`config.mk`:
```
export PLATFORM = sky130hd
export DESIGN_NAME = smwl_top
export DESIGN_NICKNAME = d
export VERILOG_FILES = /design/src/inc/smwl_pkg.sv /design/src/hdl/smwl_scan.sv /design/src/hdl/smwl_top.sv
export SDC_FILE = /design/constraint.sdc
export NUM_CORES = 1
export LEC_CHECK = 0
export BUFFER_PORTS_ARGS = -buffer_cell sky130_fd_sc_hd__buf_2
export CAP_MARGIN = 20
export CORE_UTILIZATION = 62
export CTS_CLUSTER_SIZE = 8
export DETAILED_ROUTE_END_ITERATION = 10
export PLACE_DENSITY_LB_ADDON = 0.15
export SLEW_MARGIN = 20
export SYNTH_ARGS = -nofsm -noshare
export SYNTH_HDL_FRONTEND = slang
export SYNTH_SLANG_ARGS = --single-unit
export TNS_END_PERCENT = 30
```
`constraint.sdc`:
```
create_clock -name clk -period 5.9 [get_ports clk]
set_input_delay 0.885 -clock clk [delete_from_list [all_inputs] [get_ports clk]]
set_output_delay 0.885 -clock clk [all_outputs]
set_load 0.02 [all_outputs]
```
`src/inc/smwl_pkg.sv`:
```
// package for the second main window layer configuration block
// assumes a 32-bit axi4-lite slave port and a 16 bpp display buffer
package smwl_pkg;

	// ********************************************************
	// register indices, byte address is four times the index
	// ********************************************************
	localparam logic [9:0] SMWL_IDX_START_LO = 10'h24A;
	localparam logic [9:0] SMWL_IDX_START_HI = 10'h24C;
	localparam logic [9:0] SMWL_IDX_LINE_OFS = 10'h24E;
	localparam logic [9:0] SMWL_IDX_WIDTH = 10'h250;
	localparam logic [9:0] SMWL_IDX_HEIGHT = 10'h252;
	localparam logic [9:0] SMWL_IDX_STATUS = 10'h254;

	// ********************************************************
	// field layout and writable masks
	// ********************************************************
	localparam logic [15:0] SMWL_MASK_START_LO = 16'hFFFE;
	localparam logic [15:0] SMWL_MASK_START_HI = 16'h000F;
	localparam logic [15:0] SMWL_MASK_LINE_OFS = 16'h3FFE;
	localparam logic [15:0] SMWL_MASK_SIZE = 16'h03FF;
	localparam int SMWL_BIT_VDBL = 13;
	localparam int SMWL_BIT_HDBL = 12;
	localparam int SMWL_BIT_STAT_ACTIVE = 15;
	localparam int SMWL_BIT_STAT_VREP = 14;
	localparam int SMWL_BIT_STAT_HREP = 13;

	// ********************************************************
	// reset values
	// ********************************************************
	localparam logic [15:0] SMWL_RST_START_LO = 16'h0000;
	localparam logic [15:0] SMWL_RST_START_HI = 16'h0000;
	localparam logic [15:0] SMWL_RST_LINE_OFS = 16'h0000;
	localparam logic [15:0] SMWL_RST_WIDTH = 16'h0000;
	localparam logic [15:0] SMWL_RST_HEIGHT = 16'h0000;

	// ********************************************************
	// buffer geometry and bus answers
	// ********************************************************
	localparam logic [19:0] SMWL_PIXEL_BYTES = 20'h00002;
	localparam logic [1:0] SMWL_RESP_OKAY = 2'h0;
	localparam logic [1:0] SMWL_RESP_SLVERR = 2'h2;

	// scanner states, gray along idle -> run -> done
	typedef enum logic [1:0] {
		SMWL_ST_IDLE = 2'h0,
		SMWL_ST_RUN = 2'h1,
		SMWL_ST_DONE = 2'h3
	} smwl_state_type;

endpackage

```
`src/hdl/smwl_scan.sv`:
```
// scan address generator of the second main window layer
// assumes frame_start and pix_adv come from logic on clk
`timescale 1ns/1ps
module smwl_scan import smwl_pkg::*; (
	input wire logic clk,
	input wire logic rst_n,
	input wire logic frame_start,
	input wire logic pix_adv,
	input wire logic [19:0] start_addr,
	input wire logic [11:0] stride,
	input wire logic hdbl,
	input wire logic vdbl,
	input wire logic [9:0] width_m1,
	input wire logic [9:0] height_m1,
	output logic [19:0] fetch_addr_r,
	output logic active_r,
	output logic frame_done_r,
	output logic [9:0] src_line_r,
	output logic hrep_r,
	output logic vrep_r
);

	// ********************************************************
	// state
	// ********************************************************
	smwl_state_type state_r, state_nxt;
	logic [19:0] fetch_addr_nxt, line_base_r, line_base_nxt;
	logic [9:0] src_x_r, src_x_nxt, src_line_nxt;
	logic hrep_nxt, vrep_nxt, done_nxt;
	logic [11:0] stride_r, stride_nxt;
	logic hdbl_r, hdbl_nxt, vdbl_r, vdbl_nxt;
	logic [9:0] w_r, w_nxt, h_r, h_nxt;

	// ********************************************************
	// next state
	// ********************************************************
	always_comb begin
		state_nxt = state_r;
		fetch_addr_nxt = fetch_addr_r;
		line_base_nxt = line_base_r;
		src_x_nxt = src_x_r;
		src_line_nxt = src_line_r;
		hrep_nxt = hrep_r;
		vrep_nxt = vrep_r;
		done_nxt = 1'b0;
		stride_nxt = stride_r;
		hdbl_nxt = hdbl_r;
		vdbl_nxt = vdbl_r;
		w_nxt = w_r;
		h_nxt = h_r;
		if (frame_start) begin
			// settings captured once per frame
			state_nxt = SMWL_ST_RUN;
			fetch_addr_nxt = start_addr;
			line_base_nxt = start_addr;
			src_x_nxt = 10'h000;
			src_line_nxt = 10'h000;
			hrep_nxt = 1'b0;
			vrep_nxt = 1'b0;
			stride_nxt = stride;
			hdbl_nxt = hdbl;
			vdbl_nxt = vdbl;
			w_nxt = width_m1;
			h_nxt = height_m1;
		end else begin
			case (state_r)
				SMWL_ST_RUN: begin
					if (pix_adv) begin
						if (hdbl_r && !hrep_r) begin
							hrep_nxt = 1'b1;
						end else begin
							hrep_nxt = 1'b0;
							if (src_x_r != w_r) begin
								src_x_nxt = 10'(src_x_r + 10'h001);
								fetch_addr_nxt = 20'(fetch_addr_r + SMWL_PIXEL_BYTES);
							end else begin
								src_x_nxt = 10'h000;
								if (vdbl_r && !vrep_r) begin
									vrep_nxt = 1'b1;
									fetch_addr_nxt = line_base_r;
								end else begin
									vrep_nxt = 1'b0;
									if (src_line_r != h_r) begin
										src_line_nxt = 10'(src_line_r + 10'h001);
										line_base_nxt = 20'(line_base_r + {8'h00, stride_r});
										fetch_addr_nxt = 20'(line_base_r + {8'h00, stride_r});
									end else begin
										state_nxt = SMWL_ST_DONE;
										done_nxt = 1'b1;
									end
								end
							end
						end
					end
				end
				SMWL_ST_DONE: begin
					state_nxt = SMWL_ST_IDLE;
				end
				SMWL_ST_IDLE: begin
					state_nxt = SMWL_ST_IDLE;
				end
				default: begin
					state_nxt = SMWL_ST_IDLE;
				end
			endcase
		end
	end

	// ********************************************************
	// registers
	// ********************************************************
	always_ff @(posedge clk) begin
		if (!rst_n) begin
			state_r <= SMWL_ST_IDLE;
			fetch_addr_r <= 20'h00000;
			line_base_r <= 20'h00000;
			src_x_r <= 10'h000;
			src_line_r <= 10'h000;
			hrep_r <= 1'b0;
			vrep_r <= 1'b0;
			frame_done_r <= 1'b0;
			active_r <= 1'b0;
			stride_r <= 12'h000;
			hdbl_r <= 1'b0;
			vdbl_r <= 1'b0;
			w_r <= 10'h000;
			h_r <= 10'h000;
		end else begin
			state_r <= state_nxt;
			fetch_addr_r <= fetch_addr_nxt;
			line_base_r <= line_base_nxt;
			src_x_r <= src_x_nxt;
			src_line_r <= src_line_nxt;
			hrep_r <= hrep_nxt;
			vrep_r <= vrep_nxt;
			frame_done_r <= done_nxt;
			active_r <= (state_nxt == SMWL_ST_RUN);
			stride_r <= stride_nxt;
			hdbl_r <= hdbl_nxt;
			vdbl_r <= vdbl_nxt;
			w_r <= w_nxt;
			h_r <= h_nxt;
		end
	end

endmodule

```
`src/hdl/smwl_top.sv`:
```
// register bank and scan control of the second main window layer
// assumes an axi4-lite master on clk and a display timing source on clk
// Summary of operation
// - The 20-bit buffer start address is bits 15-1 of the low register and bits 3-0 of the high one, bit 0 zero.
// - Line offset bit 13 set turns on vertical doubling of the window; clear it does nothing.
// - Line offset bit 12 set turns on horizontal doubling of the window; clear it does nothing.
// - Each source line starts at the previous source line start plus the stride in bits 11-1, bit 0 zero; a vertical repeat reuses its start.
// - Width field bits 9-0 hold the image width in pixels minus one.
// - Height field bits 9-0 hold the image height in pixels minus one.
`timescale 1ns/1ps
module smwl_top import smwl_pkg::*; #(
	parameter int ADDR_W = 12
) (
	input wire logic clk,
	input wire logic rst_n,
	input wire logic [ADDR_W-1:0] s_axi_awaddr,
	input wire logic [2:0] s_axi_awprot,
	input wire logic s_axi_awvalid,
	output logic s_axi_awready,
	input wire logic [31:0] s_axi_wdata,
	input wire logic [3:0] s_axi_wstrb,
	input wire logic s_axi_wvalid,
	output logic s_axi_wready,
	output logic [1:0] s_axi_bresp,
	output logic s_axi_bvalid,
	input wire logic s_axi_bready,
	input wire logic [ADDR_W-1:0] s_axi_araddr,
	input wire logic [2:0] s_axi_arprot,
	input wire logic s_axi_arvalid,
	output logic s_axi_arready,
	output logic [31:0] s_axi_rdata,
	output logic [1:0] s_axi_rresp,
	output logic s_axi_rvalid,
	input wire logic s_axi_rready,
	input wire logic frame_start,
	input wire logic pix_adv,
	output logic [19:0] fetch_addr,
	output logic layer_active,
	output logic frame_done,
	output logic pix_repeat
);

	// ********************************************************
	// register file state
	// ********************************************************
	logic [15:0] start_lo_r, start_lo_nxt;
	logic [15:0] start_hi_r, start_hi_nxt;
	logic [15:0] line_ofs_r, line_ofs_nxt;
	logic [15:0] width_r, width_nxt;
	logic [15:0] height_r, height_nxt;

	// ********************************************************
	// bus channel state
	// ********************************************************
	logic aw_held_r, aw_held_nxt;
	logic w_held_r, w_held_nxt;
	logic [9:0] aw_idx_r, aw_idx_nxt;
	logic [15:0] wdata_r, wdata_nxt;
	logic [1:0] wstrb_r, wstrb_nxt;
	logic awready_r, awready_nxt;
	logic wready_r, wready_nxt;
	logic bvalid_r, bvalid_nxt;
	logic [1:0] bresp_r, bresp_nxt;
	logic arready_r, arready_nxt;
	logic rvalid_r, rvalid_nxt;
	logic [31:0] rdata_r, rdata_nxt;
	logic [1:0] rresp_r, rresp_nxt;

	// ********************************************************
	// scanner wires
	// ********************************************************
	logic [19:0] scan_addr;
	logic scan_active;
	logic scan_done;
	logic [9:0] scan_line;
	logic scan_hrep;
	logic scan_vrep;
	logic [15:0] status_val;
	logic [19:0] start_addr;
	logic [15:0] wr_lanes;

	assign start_addr = {start_hi_r[3:0], start_lo_r[15:1], 1'b0};
	assign status_val = {scan_active, scan_vrep, scan_hrep, 3'h0, scan_line};
	assign wr_lanes = {{8{wstrb_r[1]}}, {8{wstrb_r[0]}}};

	// ********************************************************
	// write channels and register update
	// ********************************************************
	function automatic logic [15:0] smwl_merge(input logic [15:0] old, input logic [15:0] nw,
		input logic [15:0] lanes, input logic [15:0] mask);
		smwl_merge = ((old & ~lanes) | (nw & lanes)) & mask;
	endfunction

	always_comb begin
		aw_held_nxt = aw_held_r;
		w_held_nxt = w_held_r;
		aw_idx_nxt = aw_idx_r;
		wdata_nxt = wdata_r;
		wstrb_nxt = wstrb_r;
		bvalid_nxt = bvalid_r;
		bresp_nxt = bresp_r;
		start_lo_nxt = start_lo_r;
		start_hi_nxt = start_hi_r;
		line_ofs_nxt = line_ofs_r;
		width_nxt = width_r;
		height_nxt = height_r;
		if (s_axi_awvalid && awready_r) begin
			aw_held_nxt = 1'b1;
			aw_idx_nxt = s_axi_awaddr[11:2];
		end
		if (s_axi_wvalid && wready_r) begin
			w_held_nxt = 1'b1;
			wdata_nxt = s_axi_wdata[15:0];
			wstrb_nxt = s_axi_wstrb[1:0];
		end
		if (bvalid_r && s_axi_bready) begin
			bvalid_nxt = 1'b0;
		end
		if (aw_held_r && w_held_r && !bvalid_r) begin
			aw_held_nxt = 1'b0;
			w_held_nxt = 1'b0;
			bvalid_nxt = 1'b1;
			bresp_nxt = SMWL_RESP_OKAY;
			case (aw_idx_r)
				SMWL_IDX_START_LO: begin
					start_lo_nxt = smwl_merge(start_lo_r, wdata_r, wr_lanes, SMWL_MASK_START_LO);
				end
				SMWL_IDX_START_HI: begin
					start_hi_nxt = smwl_merge(start_hi_r, wdata_r, wr_lanes, SMWL_MASK_START_HI);
				end
				SMWL_IDX_LINE_OFS: begin
					line_ofs_nxt = smwl_merge(line_ofs_r, wdata_r, wr_lanes, SMWL_MASK_LINE_OFS);
				end
				SMWL_IDX_WIDTH: begin
					width_nxt = smwl_merge(width_r, wdata_r, wr_lanes, SMWL_MASK_SIZE);
				end
				SMWL_IDX_HEIGHT: begin
					height_nxt = smwl_merge(height_r, wdata_r, wr_lanes, SMWL_MASK_SIZE);
				end
				SMWL_IDX_STATUS: begin
					bresp_nxt = SMWL_RESP_OKAY;
				end
				default: begin
					bresp_nxt = SMWL_RESP_SLVERR;
				end
			endcase
		end
		awready_nxt = !aw_held_nxt;
		wready_nxt = !w_held_nxt;
	end

	// ********************************************************
	// read channel
	// ********************************************************
	always_comb begin
		rvalid_nxt = rvalid_r;
		rdata_nxt = rdata_r;
		rresp_nxt = rresp_r;
		if (rvalid_r && s_axi_rready) begin
			rvalid_nxt = 1'b0;
		end
		if (s_axi_arvalid && arready_r) begin
			rvalid_nxt = 1'b1;
			rresp_nxt = SMWL_RESP_OKAY;
			case (s_axi_araddr[11:2])
				SMWL_IDX_START_LO: begin
					rdata_nxt = {16'h0000, start_lo_r};
				end
				SMWL_IDX_START_HI: begin
					rdata_nxt = {16'h0000, start_hi_r};
				end
				SMWL_IDX_LINE_OFS: begin
					rdata_nxt = {16'h0000, line_ofs_r};
				end
				SMWL_IDX_WIDTH: begin
					rdata_nxt = {16'h0000, width_r};
				end
				SMWL_IDX_HEIGHT: begin
					rdata_nxt = {16'h0000, height_r};
				end
				SMWL_IDX_STATUS: begin
					rdata_nxt = {16'h0000, status_val};
				end
				default: begin
					rdata_nxt = 32'h00000000;
					rresp_nxt = SMWL_RESP_SLVERR;
				end
			endcase
		end
		arready_nxt = !rvalid_nxt;
	end

	// ********************************************************
	// registers
	// ********************************************************
	always_ff @(posedge clk) begin
		if (!rst_n) begin
			start_lo_r <= SMWL_RST_START_LO;
			start_hi_r <= SMWL_RST_START_HI;
			line_ofs_r <= SMWL_RST_LINE_OFS;
			width_r <= SMWL_RST_WIDTH;
			height_r <= SMWL_RST_HEIGHT;
			aw_held_r <= 1'b0;
			w_held_r <= 1'b0;
			aw_idx_r <= 10'h000;
			wdata_r <= 16'h0000;
			wstrb_r <= 2'h0;
			awready_r <= 1'b0;
			wready_r <= 1'b0;
			bvalid_r <= 1'b0;
			bresp_r <= 2'h0;
			arready_r <= 1'b0;
			rvalid_r <= 1'b0;
			rdata_r <= 32'h00000000;
			rresp_r <= 2'h0;
		end else begin
			start_lo_r <= start_lo_nxt;
			start_hi_r <= start_hi_nxt;
			line_ofs_r <= line_ofs_nxt;
			width_r <= width_nxt;
			height_r <= height_nxt;
			aw_held_r <= aw_held_nxt;
			w_held_r <= w_held_nxt;
			aw_idx_r <= aw_idx_nxt;
			wdata_r <= wdata_nxt;
			wstrb_r <= wstrb_nxt;
			awready_r <= awready_nxt;
			wready_r <= wready_nxt;
			bvalid_r <= bvalid_nxt;
			bresp_r <= bresp_nxt;
			arready_r <= arready_nxt;
			rvalid_r <= rvalid_nxt;
			rdata_r <= rdata_nxt;
			rresp_r <= rresp_nxt;
		end
	end

	assign s_axi_awready = awready_r;
	assign s_axi_wready = wready_r;
	assign s_axi_bvalid = bvalid_r;
	assign s_axi_bresp = bresp_r;
	assign s_axi_arready = arready_r;
	assign s_axi_rvalid = rvalid_r;
	assign s_axi_rdata = rdata_r;
	assign s_axi_rresp = rresp_r;

	// ********************************************************
	// layer scanner
	// ********************************************************
	smwl_scan u_scan (
		.clk(clk),
		.rst_n(rst_n),
		.frame_start(frame_start),
		.pix_adv(pix_adv),
		.start_addr(start_addr),
		.stride({line_ofs_r[11:1], 1'b0}),
		.hdbl(line_ofs_r[SMWL_BIT_HDBL]),
		.vdbl(line_ofs_r[SMWL_BIT_VDBL]),
		.width_m1(width_r[9:0]),
		.height_m1(height_r[9:0]),
		.fetch_addr_r(scan_addr),
		.active_r(scan_active),
		.frame_done_r(scan_done),
		.src_line_r(scan_line),
		.hrep_r(scan_hrep),
		.vrep_r(scan_vrep)
	);

	assign fetch_addr = scan_addr;
	assign layer_active = scan_active;
	assign frame_done = scan_done;
	assign pix_repeat = scan_hrep | scan_vrep;

endmodule

```
==> results of run 1 <==
cell families after synthesis:
family                   Yosys count  synth area share [%]
AO/OA/AOI/OAI                    236                  15.7
XOR/XNOR                          70                  6.09
adder cells (fa/ha/maj)           15                  1.94
multiplexers                      93                  9.27
AND/OR/NAND/NOR                  433                  22.4
flip-flops                       203                  40.3
other                              1                0.0372
buffers and inverters             88                  4.22
where the power goes:
| part | switching [mW] | internal, mW |
|---|---|---|
| clock | 0.577 | 0.865 |
| combinational | 0.0959 | 0.0557 |
| sequential | 0.0199 | 1.39 |
layer usage:
metal	vias up	GRT usage (%)	share of wire, %
met2	337	52.8	46
li1	4102	-	-
met5	-	0	0
met4	0	10.8	2.6
met1	4036	41.4	44
met3	50	5.00	7.5
how the worst max path moves through the flow:
| stage | from | slack, ns | to | depth (start not counted) |
|---|---|---|---|---|
| final | u_scan.src_x_r[0] | 2.74 | u_scan.fetch_addr_r[19] | 7 |
| after global routing | u_scan.src_x_r[0] | 2.50 | u_scan.fetch_addr_r[19] | 7 |
| after detailed placement | frame_start | 2.60 | u_scan.fetch_addr_r[7] | 10 |
| after CTS | u_scan.src_x_r[0] | 2.82 | u_scan.fetch_addr_r[19] | 7 |
| after global placement | frame_start | 2.62 | u_scan.fetch_addr_r[7] | 10 |
| after floorplan | u_scan.stride_r[1] | 3.40 | u_scan.fetch_addr_r[11] | 9 |
cells in the final DEF, fill, tap and decap left out, types with 6 or more instances in the layout:
cell type  instances
a211oi_1           6
a21boi_0          47
a21o_1            10
a21oi_1           44
a222oi_1          12
a22oi_1           13
a31oi_1            8
and2_1            17
and3_1            12
buf_2             91
buf_4             11
clkbuf_16         29
conb_1            18
dfxtp_1          203
ha_1              14
inv_1             11
mux2i_1           91
nand2_1          156
nand2b_1           9
nand3_1           24
nand4_1           16
nor2_1            59
nor2b_1           79
nor3_1            14
o211ai_1           7
o21ai_0           51
or3_1              6
xnor2_1           36
xor2_1            34
worst max-delay path: stages, from the launching register on:
cell and delay, ns:
dfxtp_1 0.46, xor2_1 0.14, nor4_4 0.45, and3_1 0.87, nand3_1 0.36, a21oi_2 0.53, a21boi_0 0.17, o21ai_0 0.09
area by class of cell:
class	count	share of cell area [%]
tap	216	2.39
multi-input combinational	865	49.9
inverter	11	0.365
timing repair buffer	102	4.75
sequential	203	35.9
clock inverter	2	0.221
clock buffer	31	6.48
==> summary.md, run 1 <==
| Metric | Value |
|---|---|
| Status | complete, no violations |
| Worst Max-Slew Pin Slew | 1.08 ns |
| FF+latch area | about 0.0041 mm² |
| Biggest area contributors in the synthesized netlist | dfxtp_1 (40%), mux2i_1 (9.0%), nand2_1 (5.8%) |
| Synth Register Bits | 203 |
| Critical path class | reg2reg |
| Die W | 129 µm |
| Wire per inst | 18.1 µm |
| Hpwl dp | 17900 µm |
| Ports | between 100 and 150 |
| Final Power | 3.01 mW |
| Syn Area/Cell | 8.84 µm² |
| Crit end category | flip-flop |
| CTS Buf Count | 29 |
| Cell area after synthesis | between 0.01 and 0.015 mm² |
| Avg Vias per Cell | 5.96 |
| Min-Delay Path Depth | 2 |
| Synth async-reset ratio | 0% |
| Placement row count | 46 |
| # diodes | 0 |
| Post-synth top area cell | dfxtp_1 |
| Starting Density | 63.4% |
| Via count | around 8500 |
| Final wirelength | 26000 µm |
| Max-cap violations | 0 |
| Fraction of the yosys area taken by sequential cells | 40.3% |
| Net count, final | 1302 |
| Multi-input gate area | about 0.0057 mm² |
| Number of global-route vias before repair | 7970 |
| RSZ-0062 raised after global routing | no |
| Initial DRC Count | between 700 and 800 |
| Core area | 0.0159 mm² |
| CTS tree | done |
| Hold_sp | u_scan.fetch_addr_r[0] |
| Largest net degree at the start of global routing | 84 |
| Clk slew on worst S/H paths | 0.05 ns |
| Placement Setup Slack | 2.60 ns |
| Finish-stage setup viols | 0 |
| Post-route DRC violation count | 0 |
| Most common cell in the netlist | dfxtp_1 |
| Dpl cells | 1397 |
| Top FF cell, synth | dfxtp_1 |
| Remaining global-route overflow | 0 |
| Tightest Hold Check Type | reg2reg |
| Die H | between 100 and 150 µm |
| Yosys Warn Count | 0 |
| Setup Skew | 0.0223 ns |
| Worst path required time | 6.38 ns |
| Antenna-violating nets left | 0 |
| Number of library cell types mapped by synthesis | 76 |
| Number of fill cells in the layout | 1295 |
| Initial antenna violation count | 0 |
| Yosys top cell area share | 40.3% |
| Max-slew headroom | a little over a quarter |
| Post-synth EDFFs | 0 |
| Root Driver | clkbuf_16 |
| Pins over their slew limit | 0 |
| Critical Path Source Type | flip-flop |
| Critical Path AT | 3.64 ns |
| Clock latency at the later pin of the worst-skew pair | between 0.5 and 0.6 ns |
| GP Congestion | between 0.9 and 1 |
| Final cell count without fillers | 1430 |
| All-Layer GR Usage | between 30% and 40% |
| Final Hold Viols | 0 |
| Final period util | a little over half |
| Reg2Reg Setup Slack | 2.74 ns |
| Placed cell area | 0.0106 mm² |
| Syn Inst Count | 1139 |
| IO buf count | 92 |
| First-pass GRT wire length | between 40000 and 50000 µm |
| R2r endpoint | u_scan.fetch_addr_r[19] |
| Worst r2r path cells | 7 |
| Clk buf depth | 3 |
| Fin util | between 70% and 80% |
| Area Overhead vs Synth | 12.4% |
| Share of cells above drive strength 1 | 13.1% |
| H-tree Lvls | 1 |
| CTS resizes | 0 |
| Post-CTS Hold Fix Bufs | 0 |
| Fin Setup TNS | 0 ns |
| Minimum clock period | 3.16 ns |
| DRT Pass-1 Iters | 6 |
| Die ar. | 0.0168 mm² |
| Clk sink count | 203 |
| Setup bufs post-CTS | 0 |
| Power Dens Cells | 266 mW/mm² |
| Post-Layout Inst Area | 0.0113 mm² |
| Max IR drop VDD | 0.257 mV |
| Fmax achieved | 0.317 GHz |
| Worst hold margin | 0.433 ns |
| Worst-path fanout max | 26 |
| Most frequent cells after synthesis | dfxtp_1 (203), nand2_1 (156), mux2i_1 (91) |
| Setup WS post-layout | 2.74 ns |
| End of the worst hold path | u_scan.fetch_addr_r[0] |
| P_leak | 4.31 nW |
| Reg2reg start | u_scan.src_x_r[0] |
(Power assumes the default switching activity.)
==> run 2, diff against run 1 <==
--- a/config.mk
+++ b/config.mk
@@ -7,7 +7,7 @@
 export LEC_CHECK = 0
 export BUFFER_PORTS_ARGS = -buffer_cell sky130_fd_sc_hd__buf_2
 export CAP_MARGIN = 20
-export CORE_UTILIZATION = 62
+export CORE_UTILIZATION = 52
 export CTS_CLUSTER_SIZE = 8
 export DETAILED_ROUTE_END_ITERATION = 10
 export PLACE_DENSITY_LB_ADDON = 0.15
==> constraint.sdc (replaced) <==
create_clock -name clk -period 2.7 [get_ports clk]
set_input_delay 0.405 -clock clk [delete_from_list [all_inputs] [get_ports clk]]
set_output_delay 0.405 -clock clk [all_outputs]
set_load 0.02 [all_outputs]
==> summary.md, run 2 (synthesis results as in run 1) <==
| Metric | Value |
|---|---|
| Net count, final | 1324 |
| Finish-stage setup viols | 0 |
| Initial DRC Count | 707 |
| Clk sink count | 203 |
| CTS tree | done |
| DRT Pass-1 Iters | 6 |
| Core area | 0.0188 mm² |
| Power Dens Cells | 567 mW/mm² |
| Final period util | 95.4% |
| Critical Path AT | 3.00 ns |
| GP Congestion | roughly 0.93 |
| Post-route DRC violation count | 0 |
| Number of fill cells in the layout | 1698 |
| Dpl cells | 1463 |
| Setup Skew | 0.0135 ns |
| Root Driver | clkbuf_16 |
| Crit path cell chain | ha_1 > a211oi_1 > nor3_1 > or4_1 > a21oi_1 > xnor2_1 > a21oi_1 > o211ai_1 |
| Antenna-violating nets left | 0 |
| Avg Vias per Cell | 5.68 |
| Minimum clock period | between 2 and 3 ns |
| P_leak | 4.41 nW |
| Final Hold Viols | 0 |
| Starting Density | between 50 and 60% |
| Most frequent CP cell | a21oi_1 |
| First-pass GRT wire length | 42600 µm |
| All-Layer GR Usage | 26.8% |
| Die ar. | 0.0199 mm² |
| Worst Max-Slew Pin Slew | 0.737 ns |
| Area Overhead vs Synth | 14.9% |
| Via count | 8487 |
| CP max-delay cell | or4_1 |
| Hpwl dp | 18800 µm |
| Multi-input gate area | 0.00568 mm² |
| RSZ-0062 raised after global routing | no |
| H-tree Lvls | 1 |
| Max IR drop VDD | 0.645 mV |
| Most frequent cells in the layout | dfxtp_1 (203), nand2_1 (156), mux2i_1 (91), buf_2 (91), nor2b_1 (80) |
| FF+latch area | 0.00406 mm² |
| Clock latency at the later pin of the worst-skew pair | 0.55 ns |
| Placement Setup Slack | 0.0334 ns |
| Clk slew on worst S/H paths | about 0.050 ns |
| Critical path class | reg2reg |
| CTS Buf Count | 29 |
| Worst path required time | 3.12 ns |
| Share of cells above drive strength 1 | 14.9% |
| Clk buf depth | 3 |
| Post-CTS Hold Fix Bufs | 0 |
| Setup WS post-layout | 0.125 ns |
| Fmax achieved | 0.388 GHz |
| Number of global-route vias before repair | 7932 |
| Commonest non-fill, non-tap cell in the layout | dfxtp_1 |
| Wire per inst | between 15 and 20 µm |
| Max-slew headroom | 50.9% |
| Tightest Hold Check Type | in2reg |
| Pins over their slew limit | 0 |
| IO buf count | 92 |
| CP peak stage delay | roughly 0.54 ns |
| Final cell count without fillers | 1494 |
| Worst hold margin | 0.109 ns |
| Crit end category | flip-flop |
| Die H | ~140 µm |
| Max-cap violations | 0 |
| Remaining global-route overflow | 0 |
| # diodes | 0 |
| Worst-path fanout max | 4 |
| Die W | 141 µm |
| Fin Setup TNS | 0 ns |
| Placement row count | 50 |
| Status | complete, no violations |
| Ports | between 100 and 150 |
| Largest net degree at the start of global routing | 145 |
| Final wirelength | roughly 26000 µm |
| Critical Path Source Type | flip-flop |
| Initial antenna violation count | 0 |
-- run 2: cell count changes in the layout (fill, tap and decap cells not counted), sizes merged --
cell and delta:
buf +22, clkbuf -2, clkinv -1, clkinvlp +1
-- run 2: final cells by class --
cell class / instances / share of cell area (%)
inverter: 11 / 0.357
clock buffer: 29 / 6.27
sequential: 203 / 35.1
timing repair buffer: 124 / 6.18
tap: 260 / 2.81
clock inverter: 2 / 0.238
multi-input combinational: 865 / 49.0
-- run 2: worst paths after layout --
path | from | endpoint | slack [ns] | depth (start not counted)
worst min-delay path | s_axi_wstrb[0] | wstrb_r[0] | 0.11 | 3
worst min register to register | u_scan.fetch_addr_r[0] | u_scan.fetch_addr_r[0] | 0.43 | 2
worst max register to register | u_scan.line_base_r[2] | u_scan.fetch_addr_r[10] | 0.13 | 8
worst max-delay path | u_scan.line_base_r[2] | u_scan.fetch_addr_r[10] | 0.13 | 8
-- run 2: what timing repair did --
action / 4_1_cts / 5_1_grt
gates resized for setup: 0 / 6
buffers inserted: 0 / 0
setup endpoints to repair: 0 / 3
-- run 2: critical path, delay by kind of cell, from the launching register on --
family          cells  cell delay (ns)
compound gates      4             0.97
simple gates        2             0.69
flops               1             0.41
fa+ha+maj           1             0.27
xor+xnor            1             0.11
-- run 2: power breakdown --
part / internal (mW) / switching [mW] / total, mW
clock: 1.88 / 1.26 / 3.14
combinational: 0.126 / 0.214 / 0.340
sequential: 3.05 / 0.0442 / 3.09
total: 5.05 / 1.51 / 6.57
-- run 2: stage by stage --
stage | instance area, µm² | power, mW | util, %
2_1_floorplan | 10100 | 3.39 | -
3_3_place_gp | 10800 | 3.49 | 57.3
3_5_place_dp | 10800 | 3.49 | 57.3
4_1_cts | 11500 | 6.62 | 61.3
5_1_grt | 11600 | 6.78 | 61.5
6_report | 11600 | 6.57 | 61.5
-- run 2: per-layer routing --
metal / track usage [%] / share of wire (%) / up-vias
li1: - / - / 4148
met1: 38.0 / 48 / 4049
met2: 43.5 / 45 / 251
met3: 3.53 / 5.4 / 39
met4: 5.43 / 1.6 / 0
met5: 0 / 0 / -
==> run 3, diff against run 2 <==
--- a/config.mk
+++ b/config.mk
@@ -7,10 +7,9 @@
 export LEC_CHECK = 0
 export BUFFER_PORTS_ARGS = -buffer_cell sky130_fd_sc_hd__buf_2
 export CAP_MARGIN = 20
-export CORE_UTILIZATION = 52
+export CORE_UTILIZATION = 29
 export CTS_CLUSTER_SIZE = 8
 export DETAILED_ROUTE_END_ITERATION = 10
-export PLACE_DENSITY_LB_ADDON = 0.15
 export SLEW_MARGIN = 20
 export SYNTH_ARGS = -nofsm -noshare
 export SYNTH_HDL_FRONTEND = slang
==> summary.md, run 3 (synthesis results as in run 1) <==
| Metric | Value |
|---|---|
| Max-slew headroom | 55.2% |
| Hpwl dp | ~21000 µm |
| Reg power frac | 46.4% |
| First-pass GRT wire length | ~46000 µm |
| Antenna-violating nets left | 0 |
| Initial DRC Count | between 500 and 600 |
| Wire per inst | 17.1 µm |
| GRT met2 Usage | a little over a quarter |
| Max-cap violations | 0 |
| Most frequent cells in the layout | dfxtp_1 (203), nand2_1 (156), mux2i_1 (91), buf_2 (91), nor2b_1 (80) |
| Clock power frac | 48.4% |
| Net count, final | 1331 |
| Clk buf depth | 3 |
| Pins over their slew limit | 0 |
| Fin util | 35.0% |
| Finish-stage setup viols | 0 |
| RSZ-0062 raised after global routing | no |
| Ports | 139 |
| Placement Setup Slack | approximately 0.066 ns |
| Number of fill cells in the layout | 3504 |
| Power Dens Cells | 562 mW/mm² |
| H-tree Lvls | 1 |
| Die ar. | 0.0355 mm² |
| FF+latch area | 0.00406 mm² |
| Starting Density | 29.7% |
| Remaining global-route overflow | 0 |
| IO buf count | 92 |
| Worst Max-Slew Pin Slew | 0.672 ns |
| Final cell count without fillers | 1690 |
| Min-Delay Path Depth | 3 |
| CTS tree | done |
| Crit path from | u_scan.stride_r[2] |
| Setup WS post-layout | 0.136 ns |
| Switching share of power | 22.8% |
| Post-route DRC violation count | 0 |
| Minimum clock period | about 2.6 ns |
| Final Hold Viols | 0 |
| Setup bufs post-CTS | 0 |
| P_leak | 4.46 nW |
| Worst path required time | 3.11 ns |
| Commonest non-fill, non-tap cell in the layout | dfxtp_1 |
| CTS Buf Count | 29 |
| Initial antenna violation count | 0 |
| Multi-input gate area | ~0.0057 mm² |
| Max IR drop VDD | 0.400 mV |
| Dpl cells | 1658 |
| Worst r2r path cells | 8 |
| Placement row count | 67 |
| DRT Pass-1 Iters | 5 |
| Met1 Use GR | 21.9% |
| Core area | ~0.034 mm² |
| All-Layer GR Usage | between 10% and 20% |
| Critical Path Source Type | flip-flop |
| Root Driver | clkbuf_16 |
| Final wirelength | 28900 µm |
| Critical Path AT | just under 3 ns |
| Hold_sp | s_axi_awaddr[9] |
| Status | complete, no violations |
| Reg2reg start | u_scan.stride_r[2] |
| NetSw | 1.52 mW |
| GP Congestion | 0.872 |
| Clk slew on worst S/H paths | 0.05 ns |
| Worst-path fanout max | 3 |
| Final period util | 95.0% |
| Fin Setup TNS | 0 ns |
| Number of global-route vias before repair | 8062 |
| Clock latency at the later pin of the worst-skew pair | 0.53 ns |
| Fmax achieved | 0.390 GHz |
| Final Power | roughly 6.7 mW |
| Crit end category | flip-flop |
| Via count | ~8400 |
| Setup Skew | 0.0104 ns |
| Clk sink count | 203 |
| Grt met3 use | under 10% |
| Die H | 188 µm |
| Area Overhead vs Synth | 17.8% |
| Post-CTS Hold Fix Bufs | 0 |
| Grt peak-use layer | met2 |
| Power Internal | 5.14 mW |
| Combinational Power Share | 5.2% |
| Tightest Hold Check Type | in2reg |
| Share of cells above drive strength 1 | 15.3% |
| Largest net degree at the start of global routing | 55 |
| # diodes | 0 |
| CTS resizes | 0 |
| Die W | 188 µm |
| Avg Vias per Cell | 4.97 |
| Critical path class | reg2reg |
## run 3: power groups by stage
stage | Clock [mW] | Combinational [mW] | Sequential [mW]
final | 3.23 | 0.348 | 3.09
after global routing | 3.44 | 0.380 | 3.10
after CTS | 3.31 | 0.349 | 3.09
after detailed placement | 0 | 0.347 | 3.15
after global placement | 0 | 0.343 | 3.15
after floorplan | 0 | 0.234 | 3.15
## run 3: metrics by stage
stage          hold WS [ns]  instance area, µm²
2_1_floorplan         0.439               10100
3_3_place_gp          0.424               11100
3_5_place_dp          0.431               11100
4_1_cts              0.0942               11800
5_1_grt               0.113               11900
6_report              0.123               11900
## run 3: final cells by class
type / count / share of cell area (%)
Multi-Input combinational cell: 865 / 47.8
Sequential cell: 203 / 34.3
Timing Repair Buffer: 131 / 6.37
Clock buffer: 30 / 6.15
Tap cell: 448 / 4.73
Inverter: 11 / 0.348
Clock inverter: 2 / 0.327
## run 3: critical path: stages, from the launching register on
cell and delay (ns):
dfxtp_1 0.40, ha_1 0.27, a211oi_1 0.34, nor3_1 0.15, or4_1 0.53, a21oi_1 0.20, xnor2_1 0.12, a21oi_1 0.31
o211ai_1 0.12
## run 3: metal layers
metal,part of all wire (%),vias to the layer above
li1,-,4168
met1,47,3950
met2,46,242
met3,5.4,46
met4,1.9,0
met5,0,-
## run 3: path summary, 6_finish.rpt
check / end / slack (ns)
min reg2reg: u_scan.fetch_addr_r[0] / 0.44
max reg2reg: u_scan.fetch_addr_r[10] / 0.14
min: aw_idx_r[7] / 0.12
max: u_scan.fetch_addr_r[10] / 0.14
